==> src/hw/gp_timer_consts.vh <==
`ifndef GP_TIMER_CONSTS_VH
`define GP_TIMER_CONSTS_VH
// Counting modes, two bits per timer
`define MODE_STOP   2'h0
`define MODE_CUP    2'h1
`define MODE_DIR    2'h2
`define MODE_CUD    2'h3
// Compare output polarity, two bits per timer
`define POL_FLOW    2'h0
`define POL_ALOW    2'h1
`define POL_AHIGH   2'h2
`define POL_FHIGH   2'h3
// Clock source select, two bits per timer
`define CLK_INT     2'h0
`define CLK_EXT     2'h1
`define CLK_QEP     2'h2
// Event that starts the converter, two bits per timer
`define ADC_NONE    2'h0
`define ADC_UNDER   2'h1
`define ADC_PERIOD  2'h2
`define ADC_CMP     2'h3
// Counter limits
`define CNT16_MAX   32'h0000FFFF
`define CNT32_MAX   32'hFFFFFFFF
`define CNT_ZERO    32'h00000000
`endif

==> src/hw/gp_timer_group.v <==
// Functional notes
// Compare output active/forced high or low.
// Active output sets on match, clears later.
// Direction status: 1 up, 0 down.
// Directional mode follows direction pin level.
// Clock internal or external, then prescaler.
// External clock at most quarter CPU clock.
// Cascade: timer two is low half.
// Cascade runs directional only, any source.
// Cascade period, under/overflow are 32-bit.
// Cascade events flag timer two only; timer three's compare flag still fires on its own 16-bit match.
// Directional counters saturate at period, zero; timer two wraps instead unless cascaded.
// Decoder gives clock, direction; prescale one.
// Decoder counts every edge of both channels.
// Decoder inputs at most quarter CPU clock.
// Timers two, three may use first enable.
// Timers two, three may use first period.
// Start counts on from preloaded value.
// Selected event pulses converter start.
// Suspend: run, stop now, or period end.
// Four flags per timer, twelve total.
// Compare flag two clocks, only when enabled.
// Overflow, underflow, period flags two clocks later.
// Compare enable bit per timer.
// Direction status bits are read-only.
// External pins synchronised and edge-detected.
`timescale 1ns/1ps
`include "gp_timer_consts.vh"
module gp_timer_group
(
  // Clock and reset
  input  wire        clock,
  input  wire        rstn,
  // Per-timer control, index 0 is the first timer
  input  wire [2:0]  timer_enable,      // Start/stop of each counter
  input  wire [2:1]  use_first_enable,  // Follow first timer's enable
  input  wire [2:1]  use_first_period,  // Follow first timer's period
  input  wire [2:0]  compare_enable,    // Compare operation on
  input  wire [5:0]  count_mode,        // Two bits per timer
  input  wire [5:0]  clock_select,      // Two bits per timer
  input  wire [8:0]  prescale_log2,     // Three bits per timer, 1..128
  input  wire [2:0]  emu_free,          // Keep running in suspend
  input  wire [2:0]  emu_soft,          // Stop at period end in suspend
  input  wire        cascade_enable,    // Second and third form 32 bits
  // Global control
  input  wire [5:0]  output_polarity,   // Two bits per timer
  input  wire [5:0]  adc_event_select,  // Two bits per timer
  input  wire        emu_suspend,       // Emulator halt request
  // Values
  input  wire [47:0] period_value,      // 16 bits per timer
  input  wire [47:0] compare_value,     // 16 bits per timer
  input  wire [2:0]  counter_load,      // Preload strobe per timer
  input  wire [15:0] counter_load_value,
  // Pins and decoder channels
  input  wire        external_count_clock_pin,
  input  wire        direction_input_pin,
  input  wire        quadrature_a,
  input  wire        quadrature_b,
  // Outputs
  output reg  [2:0]  compare_output_pin,
  output reg  [2:0]  direction_status,  // Read-only status
  output reg  [47:0] counter_value,
  output reg  [2:0]  overflow_irq,
  output reg  [2:0]  underflow_irq,
  output reg  [2:0]  compare_match_irq,
  output reg  [2:0]  period_match_irq,
  output reg         adc_start
);
  integer i;                            // Loop index of the combinational process
  integer j;                            // Loop index of the register process
  // Synchronisers: stage one feeds stage two only
  reg [3:0]  sync1_q;                   // First stage
  reg [3:0]  sync2_q;                   // Second stage
  reg [3:0]  sync3_q;                   // Edge history
  // Per-timer state
  reg [15:0] cnt_q [0:2];               // Counters
  reg [15:0] cnt_d [0:2];
  reg [6:0]  ps_q [0:2];                // Prescale counters
  reg [6:0]  ps_d [0:2];
  reg [2:0]  dir_q, dir_d;              // Current direction
  reg [2:0]  arr_q, arr_d;              // Counter just moved or loaded
  reg [2:0]  act_q, act_d;              // Compare output active state
  reg [2:0]  cmpn_q, cmpn_d;            // Flips on every compare match
  reg [2:0]  estop_q, estop_d;          // Suspend stop at period end
  reg [11:0] ev_q;                      // Events, first delay stage
  reg [11:0] ev_d;                      // {period,compare,under,over}
  reg        adc_d;
  // Combinational helpers
  reg [2:0]  src_tick, tick, run, qsel;
  reg [6:0]  mask;
  reg [1:0]  md;
  reg [15:0] per_eff [0:2];
  reg        din;
  reg [32:0] st;
  reg [31:0] c32;
  reg [31:0] p32;
  wire       ext_rise;
  wire       qep_pulse;
  wire       qep_dir;

  // One step of a counter; returns {direction, count}
  function [32:0] step;
    input [31:0] c;
    input [31:0] p;
    input [31:0] maxv;
    input [1:0]  m;
    input        dn;
    input        ud;
    input        sat;
    begin
      step = {ud, c};
      case (m)
        `MODE_CUP:
        begin
          // Above period runs to the top and wraps
          step = {1'b1, ((c == p) || (c == maxv)) ? `CNT_ZERO : c + 32'h1};
        end
        `MODE_DIR:
        begin
          if (dn)
            step = {1'b1, (c >= p) ? (sat ? c : `CNT_ZERO) : c + 32'h1};
          else
            step = {1'b0, (c == `CNT_ZERO) ? (sat ? c : p) : c - 32'h1};
        end
        `MODE_CUD:
        begin
          if (ud)
            step = (c >= p) ? {1'b0, c - 32'h1} : {1'b1, c + 32'h1};
          else
            step = (c == `CNT_ZERO) ? {1'b1, c + 32'h1} : {1'b0, c - 32'h1};
        end
        default:
        begin
          step = {ud, c};
        end
      endcase
    end
  endfunction

  // Pin edges; any decoder edge is one count
  assign ext_rise  = sync2_q[0] & ~sync3_q[0];
  assign qep_pulse = (sync2_q[2] ^ sync3_q[2]) | (sync2_q[3] ^ sync3_q[3]);
  // Forward when channel A leads B
  assign qep_dir   = (sync2_q[2] ^ sync3_q[3]);

  // Clocking, prescale and counting
  always @*
  begin
    mask = 7'h00;
    md   = `MODE_STOP;
    din  = 1'b0;
    st   = 33'h0;
    c32  = 32'h0;
    p32  = 32'h0;
    ev_d = 12'h000;
    adc_d = 1'b0;
    for (i = 0; i < 3; i = i + 1)
    begin
      per_eff[i] = (i > 0 && use_first_period[i]) ? period_value[15:0] : period_value[16*i +: 16];
      qsel[i]    = (i > 0) && (clock_select[2*i +: 2] == `CLK_QEP);
      // Source choice
      case (clock_select[2*i +: 2])
        `CLK_INT: src_tick[i] = 1'b1;
        `CLK_EXT: src_tick[i] = ext_rise;
        `CLK_QEP: src_tick[i] = qsel[i] & qep_pulse;
        default:  src_tick[i] = 1'b0;
      endcase
      mask    = (7'h01 << prescale_log2[3*i +: 3]) - 7'h01;
      // Decoder bypasses the prescaler
      tick[i] = src_tick[i] & (qsel[i] | (ps_q[i] == mask));
      // Shared start bit, and suspend stop
      run[i]  = ((i > 0 && use_first_enable[i]) ? timer_enable[0] : timer_enable[i])
              & ~(emu_suspend & ~emu_free[i] & (~emu_soft[i] | estop_q[i]));
      ps_d[i] = (!run[i] || tick[i]) ? 7'h00 : (src_tick[i] ? ps_q[i] + 7'h01 : ps_q[i]);
      md      = count_mode[2*i +: 2];
      din     = qsel[i] ? qep_dir : sync2_q[1];
      st      = step({16'h0, cnt_q[i]}, {16'h0, per_eff[i]}, `CNT16_MAX, md, din, dir_q[i], i != 1);
      // Up modes report up, except second and third timers when cascaded
      dir_d[i] = (md == `MODE_DIR || md == `MODE_CUD) ? st[32] : 1'b1;
      cnt_d[i] = (run[i] && tick[i] && md != `MODE_STOP) ? st[15:0] : cnt_q[i];
      arr_d[i] = (run[i] && tick[i] && md != `MODE_STOP) || counter_load[i];
      if (counter_load[i])
        cnt_d[i] = counter_load_value;
    end
    // Cascade: one 32-bit directional counter from the second timer's clock
    if (cascade_enable)
    begin
      c32 = {cnt_q[2], cnt_q[1]};
      p32 = {period_value[47:32], period_value[31:16]};
      din = qsel[1] ? qep_dir : sync2_q[1];
      st  = step(c32, p32, `CNT32_MAX, `MODE_DIR, din, dir_q[1], 1'b1);
      dir_d[1] = st[32];
      dir_d[2] = st[32];
      // Own modes are ignored: only the pair's tick moves either half
      arr_d[1] = (run[1] && tick[1]) || counter_load[1];
      arr_d[2] = arr_d[1] | counter_load[2];
      cnt_d[1] = cnt_q[1];
      cnt_d[2] = cnt_q[2];
      if (run[1] && tick[1])
      begin
        cnt_d[1] = st[15:0];
        cnt_d[2] = st[31:16];
      end
      if (counter_load[2])
        cnt_d[2] = counter_load_value;
      if (counter_load[1])
        cnt_d[1] = counter_load_value;
    end
    // Event detection on the cycle a counter shows a new value
    for (i = 0; i < 3; i = i + 1)
    begin
      ev_d[i]     = arr_q[i] && cnt_q[i] == 16'hFFFF;
      ev_d[3+i]   = arr_q[i] && cnt_q[i] == 16'h0000;
      ev_d[6+i]   = arr_q[i] && compare_enable[i]
                  && cnt_q[i] == compare_value[16*i +: 16];
      ev_d[9+i]   = arr_q[i] && cnt_q[i] == per_eff[i];
    end
    if (cascade_enable)
    begin
      c32 = {cnt_q[2], cnt_q[1]};
      p32 = {period_value[47:32], period_value[31:16]};
      ev_d[1]  = arr_q[1] && c32 == `CNT32_MAX;
      ev_d[4]  = arr_q[1] && c32 == `CNT_ZERO;
      ev_d[10] = arr_q[1] && c32 == p32;
      ev_d[2]  = 1'b0;
      ev_d[5]  = 1'b0;
      ev_d[11] = 1'b0;
    end
    // Compare output state; second match or period ends the pulse
    for (i = 0; i < 3; i = i + 1)
    begin
      md        = cascade_enable && i > 0 ? `MODE_DIR : count_mode[2*i +: 2];
      cmpn_d[i] = ev_d[6+i] ? ~cmpn_q[i] : cmpn_q[i];
      act_d[i]  = act_q[i];
      if (md == `MODE_CUP)
      begin
        if (ev_d[6+i])
          act_d[i] = 1'b1;
        else if (ev_d[9+i] || (cascade_enable && i == 2 && ev_d[10]))
          act_d[i] = 1'b0;
      end
      else if (ev_d[6+i])
        act_d[i] = ~cmpn_q[i];
      estop_d[i] = emu_suspend & (estop_q[i] | ev_d[9+i] | ev_d[3+i]);
      // Converter start on the chosen event
      case (adc_event_select[2*i +: 2])
        `ADC_UNDER:  adc_d = adc_d | ev_q[3+i];
        `ADC_PERIOD: adc_d = adc_d | ev_q[9+i];
        `ADC_CMP:    adc_d = adc_d | ev_q[6+i];
        default:     adc_d = adc_d;
      endcase
    end
    if (cascade_enable)
      estop_d[2] = estop_d[1];
  end

  // Registers
  always @(posedge clock or negedge rstn)
  begin
    if (!rstn)
    begin
      sync1_q            <= 4'h0;
      sync2_q            <= 4'h0;
      sync3_q            <= 4'h0;
      dir_q              <= 3'h7;
      arr_q              <= 3'h0;
      act_q              <= 3'h0;
      cmpn_q             <= 3'h0;
      estop_q            <= 3'h0;
      ev_q               <= 12'h000;
      compare_output_pin <= 3'h0;
      direction_status   <= 3'h7;
      counter_value      <= 48'h0;
      overflow_irq       <= 3'h0;
      underflow_irq      <= 3'h0;
      compare_match_irq  <= 3'h0;
      period_match_irq   <= 3'h0;
      adc_start          <= 1'b0;
      for (j = 0; j < 3; j = j + 1)
      begin
        cnt_q[j] <= 16'h0000;
        ps_q[j]  <= 7'h00;
      end
    end
    else
    begin
      // Two-stage sync then edge history
      sync1_q <= {quadrature_b, quadrature_a, direction_input_pin, external_count_clock_pin};
      sync2_q <= sync1_q;
      sync3_q <= sync2_q;
      dir_q   <= dir_d;
      arr_q   <= arr_d;
      act_q   <= act_d;
      cmpn_q  <= cmpn_d;
      estop_q <= estop_d;
      ev_q    <= ev_d;
      // Second delay stage: flags land two clocks after the event
      overflow_irq      <= ev_q[2:0];
      underflow_irq     <= ev_q[5:3];
      compare_match_irq <= ev_q[8:6];
      period_match_irq  <= ev_q[11:9];
      adc_start         <= adc_d;
      direction_status  <= dir_q;
      for (j = 0; j < 3; j = j + 1)
      begin
        cnt_q[j] <= cnt_d[j];
        ps_q[j]  <= ps_d[j];
        counter_value[16*j +: 16] <= cnt_d[j];
        // Forced levels need no match
        case (output_polarity[2*j +: 2])
          `POL_FLOW:  compare_output_pin[j] <= 1'b0;
          `POL_FHIGH: compare_output_pin[j] <= 1'b1;
          `POL_AHIGH: compare_output_pin[j] <= act_d[j];
          default:    compare_output_pin[j] <= ~act_d[j];
        endcase
      end
    end
  end
endmodule // gp_timer_group

==> config.mk <==
export PLATFORM = sky130hd
export DESIGN_NAME = gp_timer_group
export DESIGN_NICKNAME = d
export VERILOG_FILES = /design/src/hw/gp_timer_group.v
export VERILOG_INCLUDE_DIRS = /design/src /design/src/hw
export SDC_FILE = /design/constraint.sdc
export NUM_CORES = 1
export LEC_CHECK = 0
export BUFFER_PORTS_ARGS = -buffer_cell sky130_fd_sc_hd__buf_2
export CAP_MARGIN = 40
export CORE_ASPECT_RATIO = 0.7
export CORE_MARGIN = 2
export CORE_UTILIZATION = 40
export DETAILED_ROUTE_END_ITERATION = 16
export SETUP_SLACK_MARGIN = 0.5
export SLEW_MARGIN = 20
export SYNTH_ARGS = -nofsm -noshare
export SYNTH_HDL_FRONTEND = slang
export SYNTH_SLANG_ARGS = --single-unit
export TNS_END_PERCENT = 5
==> constraint.sdc <==
create_clock -name clock -period 3.4 [get_ports clock]
set_input_delay 0.17 -clock clock [delete_from_list [all_inputs] [get_ports clock]]
set_output_delay 0.17 -clock clock [all_outputs]
set_load 0.005 [all_outputs]
======== Word level (Yosys, flattened, before mapping) ========
Cells that the tools add are included.
cells by class
  shifts and indexed selects .............. 3
  multiplexer cells ....................... 81
  $add $sub $neg .......................... 14
  reduce and logical (&&, ||, !) cells .... 58
  eq/ne operators ......................... 48
  bitwise gates (word level) .............. 56
  magnitude comparators ................... 4
operators with widths
  cell                                                count
  2-to-1 mux 33 bit                                   13
  2-to-1 mux 32 bit                                   13
  one-hot mux 33 bit (3 select lines)                 3
  2-to-1 mux 16 bit                                   10
  == test 16 bit                                      6
  adder 16 x 1 -> 17 bit, second input constant       3
  subtractor 16 x 1 -> 17 bit, second input constant  3
  == test 16 bit, second input constant               3
  >= comparator 16 bit                                3
  logical NOT 16 bit                                  3
  2-to-1 mux 7 bit                                    6
  == test 2 bit, second input constant                20
  adder 32 x 1 -> 32 bit, second input constant       1
  == test 32 bit                                      1
  == test 32 bit, second input constant               1
  >= comparator 32 bit                                1
  logical NOT 32 bit                                  1
  subtractor 32 x 1 -> 32 bit, second input constant  1
  logical AND 1 bit                                   25
  one-hot mux 1 bit (3 select lines)                  8
  == test 2 x 1 -> 1 bit, second input constant       11
  adder 7 x 1 -> 7 bit, second input constant         3
  == test 7 bit                                       3
  left shift 1 x 3 -> 7 bit, first input constant     3
  14 further kinds                                    119
word-level totals
  word-level logic and storage cells ...... 291
  bits of input ports ..................... 172
  output and inout port bits .............. 67
  bits in registers ....................... 175

======== Depth between registers and ports, before layout ========
Gate-level depths: netlist (run 1).
  word-level depth ........................ 11
  mapped depth ............................ 15
  gate-level depth less buffers ........... 12

======== Worst setup path before layout (run 1) ========
OpenSTA, ideal clock, no wires.
  path kind ............................... in2reg
  start point ............................. input use_first_period[1] (netlist bit)
  end point ............................... register cnt_q[25] (netlist bit)
  path slack .............................. -0.287 ns
  path buffers ............................ 3
  stages .................................. 14
  arrival ................................. 3.568 ns
  path through ............................ clkbuf_1 clkbuf_1 mux2i_1 ha_1 nand4_1 nor4_1 o21ai_0 and3_1 clkbuf_1 a31oi_2 o22ai_1 a22o_1 or3_1 o21a_1
on the way
  word-level cells in the longest chain between the ends .. 8
  elaborated cells on any way between the ends .. 14
  classes of those cells .................. order compare: 1; eq/ne: 1; mux: 11; reduce/logical: 1
ends and longest elaborated chain
  item                                                           RTL line                                                          source
  start, declared                                                gp_timer_group.v:37                                               input wire [2:1] use_first_period,
  2-to-1 mux 16 bit (*)                                          gp_timer_group.v:159                                              per_eff[i] = (i > 0 && use_first_period[i]) ? period_value[15:0] : period_value[16*i +: 16];
  >= comparator 16 bit / == test 16 bit (equally long branches)  gp_timer_group.v:121, gp_timer_group.v:128, gp_timer_group.v:116
  2-to-1 mux 33 bit (tied with other cells)                      gp_timer_group.v:128                                              step = (c >= p) ? {1'b0, c - 32'h1} : {1'b1, c + 32'h1};
  2-to-1 mux 33 bit (tied with other cells)                      gp_timer_group.v:127                                              if (ud)
  one-hot mux 33 bit (3 select lines) (*)                        gp_timer_group.v:112                                              case (m)
  2-to-1 mux 16 bit (*)                                          gp_timer_group.v:180                                              cnt_d[i] = (run[i] && tick[i] && md != `MODE_STOP) ? st[15:0] : cnt_q[i];
  2-to-1 mux 16 bit (*)                                          gp_timer_group.v:182                                              if (counter_load[i])
  2-to-1 mux 32 bit (*)                                          gp_timer_group.v:186                                              if (cascade_enable)
  end signal, assigned by index                                  gp_timer_group.v:306                                              cnt_q[j] <= cnt_d[j];
  end, declared                                                  gp_timer_group.v:76                                               reg [15:0] cnt_q [0:2];
Mark *: on every way between the ends. The rest lies on a longest branch, timed or not.
A chain may end at the register's enable or synchronous reset.

======== Final worst setup path (run 1) ========
  start point ............................. register cnt_q[19] (netlist bit)
  end point ............................... register cnt_q[23] (netlist bit)
on the way
  word-level cells in the longest chain between the ends .. 7
  elaborated cells on any way between the ends .. 27
  classes of those cells .................. add/sub: 4; order compare: 2; eq/ne: 2; mux: 16; reduce/logical: 3
ends and longest elaborated chain
  item                                                 RTL line                                                          source
  subtractor 16 x 1 -> 17 bit (tied with other cells)  gp_timer_group.v:123, gp_timer_group.v:128, gp_timer_group.v:130
  2-to-1 mux 33 bit (tied with other cells)            gp_timer_group.v:130                                              step = (c == `CNT_ZERO) ? {1'b1, c + 32'h1} : {1'b0, c - 32'h1};
  2-to-1 mux 33 bit (tied with other cells)            gp_timer_group.v:127
  one-hot mux 33 bit (3 select lines)                  gp_timer_group.v:112
  2-to-1 mux 16 bit                                    gp_timer_group.v:180
  2-to-1 mux 16 bit                                    gp_timer_group.v:182
  2-to-1 mux 32 bit (*)                                gp_timer_group.v:186
Marked as above.

==> impl_metrics.yaml, run 1 <==
timing:
  report.final.setup_viol: 0
  slew_viol_final: 0
  tightestPinTransition_ns: 1.01
  whs_ns: 0.0438
  fin_ws_ns: 0.263
  max_freq_ghz: 0.319
  tns_ns: 0
  period_minus_slack_ns: 3.14
  final.setup_skew_ns: 0.0204
  fin_crit_sh_pct: 92.3
  rsz0062_at_grt: "yes"
  slew_headroom_pct: 32.0
  hold_viol: 0
yosys:
  synthTopCellsByArea: "dfrtp_1 22%, ha_1 8.3%, xor2_1 5.2%, nand2_1 4.7%, xnor2_1 4.4%"
  async_flop_share_pct: 100
  ys_ff_latch: 126
  synth_area_sq_mm: 0.0135
  ys.flop_type: "dfrtp_1"
  synth_edf_count: 0
  syn_inst: 1738
  yosys_warnings: 0
  ys_seq_area_share_pct: 23.3
  syn_area_per_cell_sq_um: 7.79
  synth_top_area_share_pct: 22.2
  yosysUniqueCellTypes: 86
  synth_fp_nets: 2000
  yosys.area.top_type: "dfrtp_1"
grt:
  grt_pass1_vias: 15300
  overflow: 0
  grt_antenna_before_repair: 2
  grt_usage_pct: 40.8
  grt_pass1_wl_um: 104000
  grt_start_max_net_pins: 69
routing:
  wl_per_cell_um: 27.8
  ant_nets: 0
  vias: 16600
  wirelength_um: 73200
  viasPerCell: 6.32
  dr.pass1.iters: 6
  drc: 0
  drtIter0Drc: 2433
clock_tree:
  clock_sinks: 126
  clk_pin_slew_ns: 0.07
  cts_root_buf: "clkbuf_16"
  worstSkewPairLatency_ns: 0.45
  clockBufferDepth: 2
  htreeDepth: 4
  cts_buffers: 17
  cts_tree: "done"
power:
  ir_worst_vdd_mv: 0.323
  power_density_mw_per_mm2: 352
  leakage_uw: 0.00842
  total_power_uw: 6490
floorplan:
  dieArea_sq_mm: 0.0354
  chipWidth_um: 224
  start_util_pct: 40.5
  rows: 56
  core_region_area_sq_mm: 0.0334
  ios: 239
  die_y_um: 158
placement:
  hpwl_um: 58300
  place_ws_ns: -0.249
  port-buffer-count: 238
  postPlaceCellArea_sq_mm: 0.0169
  gp_congestion: 1.06
worst_setup_path:
  slowest_stage: "dfrtp_1"
  critPathTopFamily: "compound AO/OA/AOI/OAI gates"
  critPathCaptureType: "flop"
  crit_type: "reg2reg"
  slowest_delay_ns: 0.71
  worst_setup_path_start_kind: "flop"
  reg2reg_depth: 11
  worstPathRequired_ns: 3.72
  critical_path_depth: 11
  crit_path_cell_trace: "ha_1, and3_1, buf_4, a311o_1, buf_4, or2_2, buf_4, a21oi_1, a221o_1, a22oi_1, o311ai_1"
  arrival_ns: 3.46
  critPathBufInv: 3
  crit_top_cell: "buf_4"
  crit_fanout: 7
flow_run:
  drv_cap: 0
final_layout:
  fin_area_sq_mm: 0.0184
  nets: 2443
  drive_above_1_share_pct: 31.2
  antenna_cells: 0
  area_delta_synth_final_pct: 36.0
worst_hold_path:
  holdPathStages: 2
  hp-class: "in2reg"
outcome:
  status: "completed"
## state kept, by name (all words and copies together) (netlist names), 3 cells and up
| signal | cells |
|---|---|
| ps_q | 21 |
| sync3_q | 3 |
| dir_q | 3 |
| act_q | 3 |
| cmpn_q | 3 |
| compare_match_irq | 3 |
| underflow_irq | 3 |
| direction_status | 3 |
| sync2_q | 4 |
| compare_output_pin | 3 |
| estop_q | 3 |
| cnt_q | 46 |
| sync1_q | 4 |
| period_match_irq | 3 |
| overflow_irq | 3 |
| arr_q | 3 |
| ev_q | 12 |
## per-layer routing
metal	wire, um	GRT usage [%]	up-vias
li1	-	-	7321
met1	32500	60.1	8002
met2	27100	52.3	1172
met3	11600	18.1	123
met4	1950	10.6	4
met5	26	0	-
## cells by family after synthesis
logic type                 after synthesis  share of synthesized area, %
AOI/OAI and AO/OA                      472                          23.8
xor gates and xnor gates               148                          9.57
adders and majority gates               91                          8.39
buffers and inverters                  181                          5.27
DFF                                    126                          23.3
muxes                                   72                          5.46
and+or+nand+nor                        648                          24.2
## cell usage in the layout (no fill, tap or decap), types with 67 or more instances in the layout
| cell | Yosys | routed |
|---|---|---|
| inv_1 | 77 | 77 |
| nand2_1 | 171 | 165 |
| nor2_1 | 148 | 143 |
| a21oi_1 | 111 | 102 |
| buf_4 | 0 | 247 |
| xor2_1 | 80 | 80 |
| ha_1 | 90 | 83 |
| o21ai_0 | 92 | 80 |
| xnor2_1 | 68 | 67 |
| buf_2 | 10 | 238 |
| dfrtp_1 | 120 | 110 |
## cells in the mapped netlist, types with 9 or more instances
library cell  instances
mux2_2               15
a221oi_1             11
nor2_1              148
nand2_1             171
dfrtp_1             120
ha_1                 90
o21ai_0              92
and2_1               18
nor4_1               30
and4_1                9
xor2_1               80
o22ai_1              22
mux2i_1              57
and3_1               28
a221o_1               9
nor3_1               53
a21oi_1             111
xnor2_1              68
or3_1                20
inv_1                77
or4_1                 9
a211oi_1             19
buf_2                10
a21o_1               16
nand4_1              30
o211ai_1             20
o221ai_1             19
nand2b_1             20
nor2b_1              19
o31ai_1              10
a31oi_1              14
a22oi_1              23
clkbuf_1             86
nand3_1              57
## through the flow
stage | utilization, % | instances
detailed placement | 50.5 | 2549
CTS | 54.0 | 2617
finish | 55.1 | 2629
floorplan | - | 1738
global placement | 50.4 | 2547
global route | 55.1 | 2629
## worst paths after layout
path / startpoint / end / slack [ns]
min: counter_load_value[1] / cnt_q[33] / 0.04
max in group asynchronous: rstn / cnt_q[9] / 2.24
min in group asynchronous: rstn / ps_q[4] / 0.25
max: cnt_q[19] / cnt_q[23] / 0.26
min reg2reg: sync1_q[0] / sync2_q[0] / 0.35
max reg2reg: cnt_q[19] / cnt_q[23] / 0.26
## power breakdown
| group | switching (uW) | internal (uW) | leakage (uW) |
|---|---|---|---|
| combinational | 1710 | 1150 | 0.00655 |
| sequential | 149 | 1590 | 0.00159 |
| clock | 845 | 1040 | 0.000284 |
## cell type report
type / count / area [sq um]
Clock buffer: 18 / 439
Clock inverter: 14 / 130
Fill cell: 3233 / 15000
Inverter: 78 / 293
Multi-Input combinational cell: 1431 / 10200
Sequential cell: 126 / 3170
Tap cell: 435 / 544
Timing Repair Buffer: 527 / 3610
## timing repair
action / in CTS / in global routing
hold buffers: 13 / 0
buffers inserted: 22 / 12
endpoints found under the hold margin: 64 / 0
pin swaps: 18 / 27
endpoints found under the setup margin: 49 / 52
gates resized for setup: 70 / 67
gates cloned: 1 / 0
No activity file was read; power rests on OpenSTA's default activity.
==> inputs of run 2 (changes only) <==
--- a/config.mk
+++ b/config.mk
@@ -12,6 +12,7 @@
 export CORE_MARGIN = 2
 export CORE_UTILIZATION = 40
 export DETAILED_ROUTE_END_ITERATION = 16
+export RECOVER_POWER = 25
 export SETUP_SLACK_MARGIN = 0.5
 export SLEW_MARGIN = 20
 export SYNTH_ARGS = -nofsm -noshare
==> run 2 against run 1 <==
  * The flow now finishes with violations (capacitance limit, slew limit)
  * Setup slack worse by 0.0083 ns
  * Sequential share of layout area hardly changed
  * Final cell count stayed put
  * Clock power hardly changed
  * Clock skew hardly changed
  * Utilization hardly changed
  * Final area hardly changed
  * Non-clock buffer count stayed put
  * Die area stayed put
  * Routed wire length hardly changed
  * Sequential power hardly changed
  * Largest power group unchanged
  * Highest routed layer unchanged
==> impl_metrics.yaml, run 2 (synthesis gave the netlist of run 1 again) <==
outcome:
  status: "complete, but fails checks"
  violations: "capacitance limit, slew limit"
clock_tree:
  cts_root_buf: "clkbuf_16"
  cts_tree: "done"
  clockBufferDepth: 2
  cts_buffers: 17
  htreeDepth: 4
  clock_sinks: 126
  worstSkewPairLatency_ns: 0.45
  clk_pin_slew_ns: 0.07
grt:
  grt_usage_pct: 40.8
  grt_antenna_before_repair: 2
  grt_pass1_wl_um: 104000
  grt_pass1_vias: 15300
  grt_start_max_net_pins: 69
  overflow: 0
worst_setup_path:
  critPathLaunch: "cnt_q[23]"
  worst_setup_path_start_kind: "flop"
  critPathCaptureType: "flop"
  worstPathRequired_ns: 3.74
  reg2reg_depth: 13
  r2r_end: "cnt_q[25]"
  crit_fanout: 4
  reg2reg_slack_ns: 0.25
  r2r_start: "cnt_q[23]"
  crit_type: "reg2reg"
  worstSetupEndpoint: "cnt_q[25]"
  arrival_ns: 3.48
placement:
  postPlaceCellArea_sq_mm: 0.0169
  hpwl_um: 58300
  place_ws_ns: -0.249
  port-buffer-count: 238
  post-place-cells: 2549
  gp_congestion: 1.06
floorplan:
  dieArea_sq_mm: 0.0354
  core_region_area_sq_mm: 0.0334
  start_util_pct: 40.5
  ios: 239
  rows: 56
  die_y_um: 158
  chipWidth_um: 224
timing:
  rsz0062_at_grt: "yes"
  max_freq_ghz: 0.318
  period_minus_slack_ns: 3.15
  whs_ns: 0.0417
  slew_viol_final: 59
  fin_ws_ns: 0.254
  slew_headroom_pct: -6.23
  tightestPinTransition_ns: 1.59
  final.setup_skew_ns: 0.0201
  hold_viol: 0
  report.final.setup_viol: 0
  tns_ns: 0
  fin_crit_sh_pct: 92.5
power:
  seq_power_share_pct: 26.9
  power_density_mw_per_mm2: 352
  ir_worst_vdd_mv: 0.322
  switching_share_pct: 41.7
  leakage_uw: 0.00842
  pwr-share-comb_pct: 44.1
  intPower_uw: 3790
  clkPwrFrac_pct: 29.0
  switching_power_uw: 2700
routing:
  drtIter0Drc: 2433
  drc: 0
  viasPerCell: 6.34
  dr.pass1.iters: 6
  wirelength_um: 73200
  vias: 16700
  wl_per_cell_um: 27.8
  ant_nets: 0
final_layout:
  regMostFlops: "cnt_q"
  nets: 2443
  layout_commonest_cell: "buf_4"
  area_delta_synth_final_pct: 35.9
  final_cells: 2629
  reg.largest.list: "cnt_q: 46 flops, ps_q: 21 flops, ev_q: 12 flops"
  layout_common_cells: "247 x buf_4, 238 x buf_2, 165 x nand2_1"
  fillers: 3235
  largest_reg_flops: 46
  fin_area_sq_mm: 0.0184
  drive_above_1_share_pct: 31.2
  antenna_cells: 0
worst_hold_path:
  hp-class: "in2reg"
flow_run:
  drv_cap: 1
## run 2: worst min-delay path by stage
stage                           from   endpoint  slack (ns)  cells after the start
2_1_floorplan                   rstn   act_q[0]       -0.13                      0
3_3_place_gp                    rstn  cmpn_q[1]        0.18                      1
3_5_place_dp                    rstn   act_q[1]        0.18                      1
4_1_cts        counter_load_value[1]  cnt_q[33]        0.01                      2
5_1_grt        counter_load_value[1]  cnt_q[33]        0.02                      2
6_report       counter_load_value[1]  cnt_q[33]        0.04                      2
## run 2: through the flow
stage	utilization, %	power, uW
after floorplan	-	3080
after global placement	50.4	4270
after detailed placement	50.5	4280
after CTS	54.0	6280
after global routing	55.1	6730
final	55.1	6490
## run 2: power by group through the flow
stage	clock network, uW	logic [uW]	registers (uW)
after floorplan	0	1370	1710
after global placement	0	2520	1750
after detailed placement	0	2530	1750
after CTS	1890	2660	1730
after global routing	1960	3020	1750
final	1880	2860	1740
## run 2: layer usage
metal  GRT usage (%)  share of wire (%)  vias to the layer above
met5               0              0.036                        -
met4            10.6                2.8                        4
met3            18.1                 16                      142
met2            52.3                 37                     1172
met1            60.1                 44                     8019
li1                -                  -                     7320
## run 2: timing repair
item,4_1_cts,5_1_grt
endpoints found under the hold margin,64,0
buffers inserted,22,12
resized for setup,70,67
endpoints found under the setup margin,49,52
hold buffers,13,0
cloned,1,0
pin swaps,18,27
## run 2: layout make-up
type | count | area [sq um] | area share (%)
Clock buffer | 18 | 439 | 2.39
Clock inverter | 14 | 130 | 0.707
Inverter | 78 | 293 | 1.59
Multi-Input combinational cell | 1431 | 10200 | 55.6
Sequential cell | 126 | 3170 | 17.2
Tap cell | 435 | 544 | 2.96
Timing Repair Buffer | 527 | 3600 | 19.6
## run 2: worst max-delay path: stages, from the launching register on
cell and delay [ns]:
dfrtp_2 0.47, buf_6 0.16, buf_4 0.13, buf_4 0.15
nand3_1 0.12, nor3_1 0.07, buf_4 0.15, xnor2_2 0.42
nand4_1 0.44, o21a_1 0.23, a22oi_1 0.14, o32ai_1 0.10
or3_1 0.33, o21a_1 0.11
==> inputs of run 3 (changes only) <==
--- a/config.mk
+++ b/config.mk
@@ -10,8 +10,10 @@
 export CAP_MARGIN = 40
 export CORE_ASPECT_RATIO = 0.7
 export CORE_MARGIN = 2
-export CORE_UTILIZATION = 40
+export CORE_UTILIZATION = 50
+export CTS_CLUSTER_SIZE = 14
 export DETAILED_ROUTE_END_ITERATION = 16
+export PLACE_DENSITY = 0.73
 export RECOVER_POWER = 25
 export SETUP_SLACK_MARGIN = 0.5
 export SLEW_MARGIN = 20
==> constraint.sdc (replaced) <==
create_clock -name clock -period 3.4 [get_ports clock]
set_input_delay 0.17 -clock clock [delete_from_list [all_inputs] [get_ports clock]]
set_output_delay 0.17 -clock clock [all_outputs]
set_load 0.1 [all_outputs]
==> run 3 against run 2 <==
  * Via count increased by 0.25%
  * Die area decreased by 20%
  * Worst hold slack got worse by 0.0020 ns
  * Sequential share of layout area increased by 1.1 points
  * Final cell count decreased by 5.3%
  * Critical endpoint is now cnt_q[4]
  * Power increased by 5.4%
  * Routed wire length decreased by 9.0%
  * Final area decreased by 2.9%
  * Register-to-register slack got worse by 0.04 ns
  * Utilization increased by 12 points
  * The flow still finishes with violations (capacitance limit, slew limit)
==> impl_metrics.yaml, run 3 (synthesis gave the netlist of run 1 again) <==
outcome:
  status: "complete, but fails checks"
  violations: "capacitance limit, slew limit"
timing:
  fin_ws_ns: 0.215
  hold_viol: 0
  tightestPinTransition_ns: 1.86
  slew_headroom_pct: -24.0
  period_minus_slack_ns: 3.18
  report.final.setup_viol: 0
  slew_viol_final: 58
  fin_crit_sh_pct: 93.7
  tns_ns: 0
  rsz0062_at_grt: "yes"
  max_freq_ghz: 0.314
  final.setup_skew_ns: 0.0131
power:
  power_density_mw_per_mm2: 383
  clkPwrFrac_pct: 27.5
  switching_power_uw: 3100
  ir_worst_vdd_mv: 0.363
  pwr-share-comb_pct: 46.2
  switching_share_pct: 45.4
  leakage_uw: 0.00797
  seq_power_share_pct: 26.3
  intPower_uw: 3740
worst_setup_path:
  worst_setup_path_start_kind: "flop"
  crit_type: "reg2reg"
  crit_path_cell_trace: "nand2b_1, or2_2, a22oi_1, nand2_1, nor4_1, and2_1, o311ai_0, nand3_1, a2bb2oi_1"
  slowest_delay_ns: 0.53
  crit_fanout: 5
  slowest_stage: "nor4_1"
  critPathTopFamily: "simple AND/OR/NAND/NOR gates"
  critPathLaunch: "sync3_q[0]"
  critPathBufInv: 0
  arrival_ns: 3.53
  r2r_start: "sync3_q[0]"
  worstPathRequired_ns: 3.75
  critPathCaptureType: "flop"
flow_run:
  drv_cap: 1
routing:
  vias: 16700
  ant_nets: 0
  viasPerCell: 6.71
  dr.pass1.iters: 8
  drc: 0
  wirelength_um: 66600
  drtIter0Drc: 2377
  wl_per_cell_um: 26.8
clock_tree:
  clockBufferDepth: 2
  cts_tree: "done"
  cts_buffers: 17
  htreeDepth: 4
  cts_root_buf: "clkbuf_16"
  worstSkewPairLatency_ns: 0.46
  clock_sinks: 126
  clk_pin_slew_ns: 0.06
grt:
  grt_start_max_net_pins: 70
  grt_pass1_vias: 15100
  overflow: 0
  grt_usage_pct: 45.3
  grt_antenna_before_repair: 5
  grt_pass1_wl_um: 95900
final_layout:
  largest_reg_flops: 46
  layout_commonest_cell: "buf_2"
  drive_above_1_share_pct: 30.8
  regArea_sq_mm: 0.00327
  fillers: 2219
  reg.largest.list: "cnt_q: 46 flops, ps_q: 21 flops, ev_q: 12 flops"
  regMostFlops: "cnt_q"
  area_delta_synth_final_pct: 32.0
  nets: 2368
  multi_input_area_sq_mm: 0.0103
  layout_common_cells: "236 x buf_2, 186 x buf_4, 163 x nand2_1"
worst_hold_path:
  hp-class: "in2reg"
  min_from: "counter_load_value[2]"
placement:
  gp_congestion: 1.14
  place_ws_ns: 0.0488
  hpwl_um: 51400
  port-buffer-count: 238
floorplan:
  chipWidth_um: 201
  start_util_pct: 50.8
  ios: 239
  dieArea_sq_mm: 0.0284
  die_y_um: 142
  core_region_area_sq_mm: 0.0267
  rows: 50
[run 3: what timing repair did]
action | 4_1_cts | 5_1_grt
endpoints found under the hold margin | 59 | 0
hold buffers | 13 | 0
pin swaps | 16 | 32
setup buffers | 18 | 7
cloned | 0 | 0
resized for setup | 42 | 56
setup endpoints to repair | 47 | 52
[run 3: cell type report]
cell class | count | area share [%]
Clock inverter | 14 | 0.812
Tap cell | 364 | 2.55
Clock buffer | 18 | 2.46
Sequential cell | 126 | 18.3
Antenna cell | 6 | 0.0840
Timing Repair Buffer | 452 | 16.7
Inverter | 78 | 1.70
Multi-Input combinational cell | 1431 | 57.4
[run 3: metal layers]
layer	global-route usage, %	wire [um]
met1	63.7	27500
met2	58.8	25100
met3	22.3	11500
met4	15.8	2530
met5	0	13
[run 3: power groups by stage]
stage | sequential (uW) | combinational [uW] | clock (uW)
after floorplan | 2240 | 1390 | 0
after global placement | 1800 | 2820 | 0
after detailed placement | 1800 | 2860 | 0
after CTS | 1780 | 2950 | 1880
after global routing | 1800 | 3300 | 1950
final | 1800 | 3160 | 1880
[run 3: final timing paths]
| path | slack [ns] | end | cells past startpoint |
|---|---|---|---|
| max in group asynchronous | 1.28 | cnt_q[33] | 2 |
| min in group asynchronous | 0.75 | ps_q[4] | 2 |
| hold reg to reg | 0.35 | overflow_irq[1] | 0 |
| setup reg to reg | 0.22 | cnt_q[4] | 9 |
| setup / recovery | 0.22 | cnt_q[4] | 9 |
| hold / removal | 0.04 | cnt_q[34] | 2 |
[run 3: through the flow]
stage	power [uW]	util (%)	hold WS, ns	cell area (sq um)	cells
global placement	4620	61.9	0.204	16500	2413
finish	6840	67.1	0.0397	17900	2489
global route	7050	67.0	0.0276	17900	2486
floorplan	3620	-	-0.126	13900	1738
CTS	6620	65.8	0.0221	17500	2476
detailed placement	4660	61.9	0.204	16500	2413
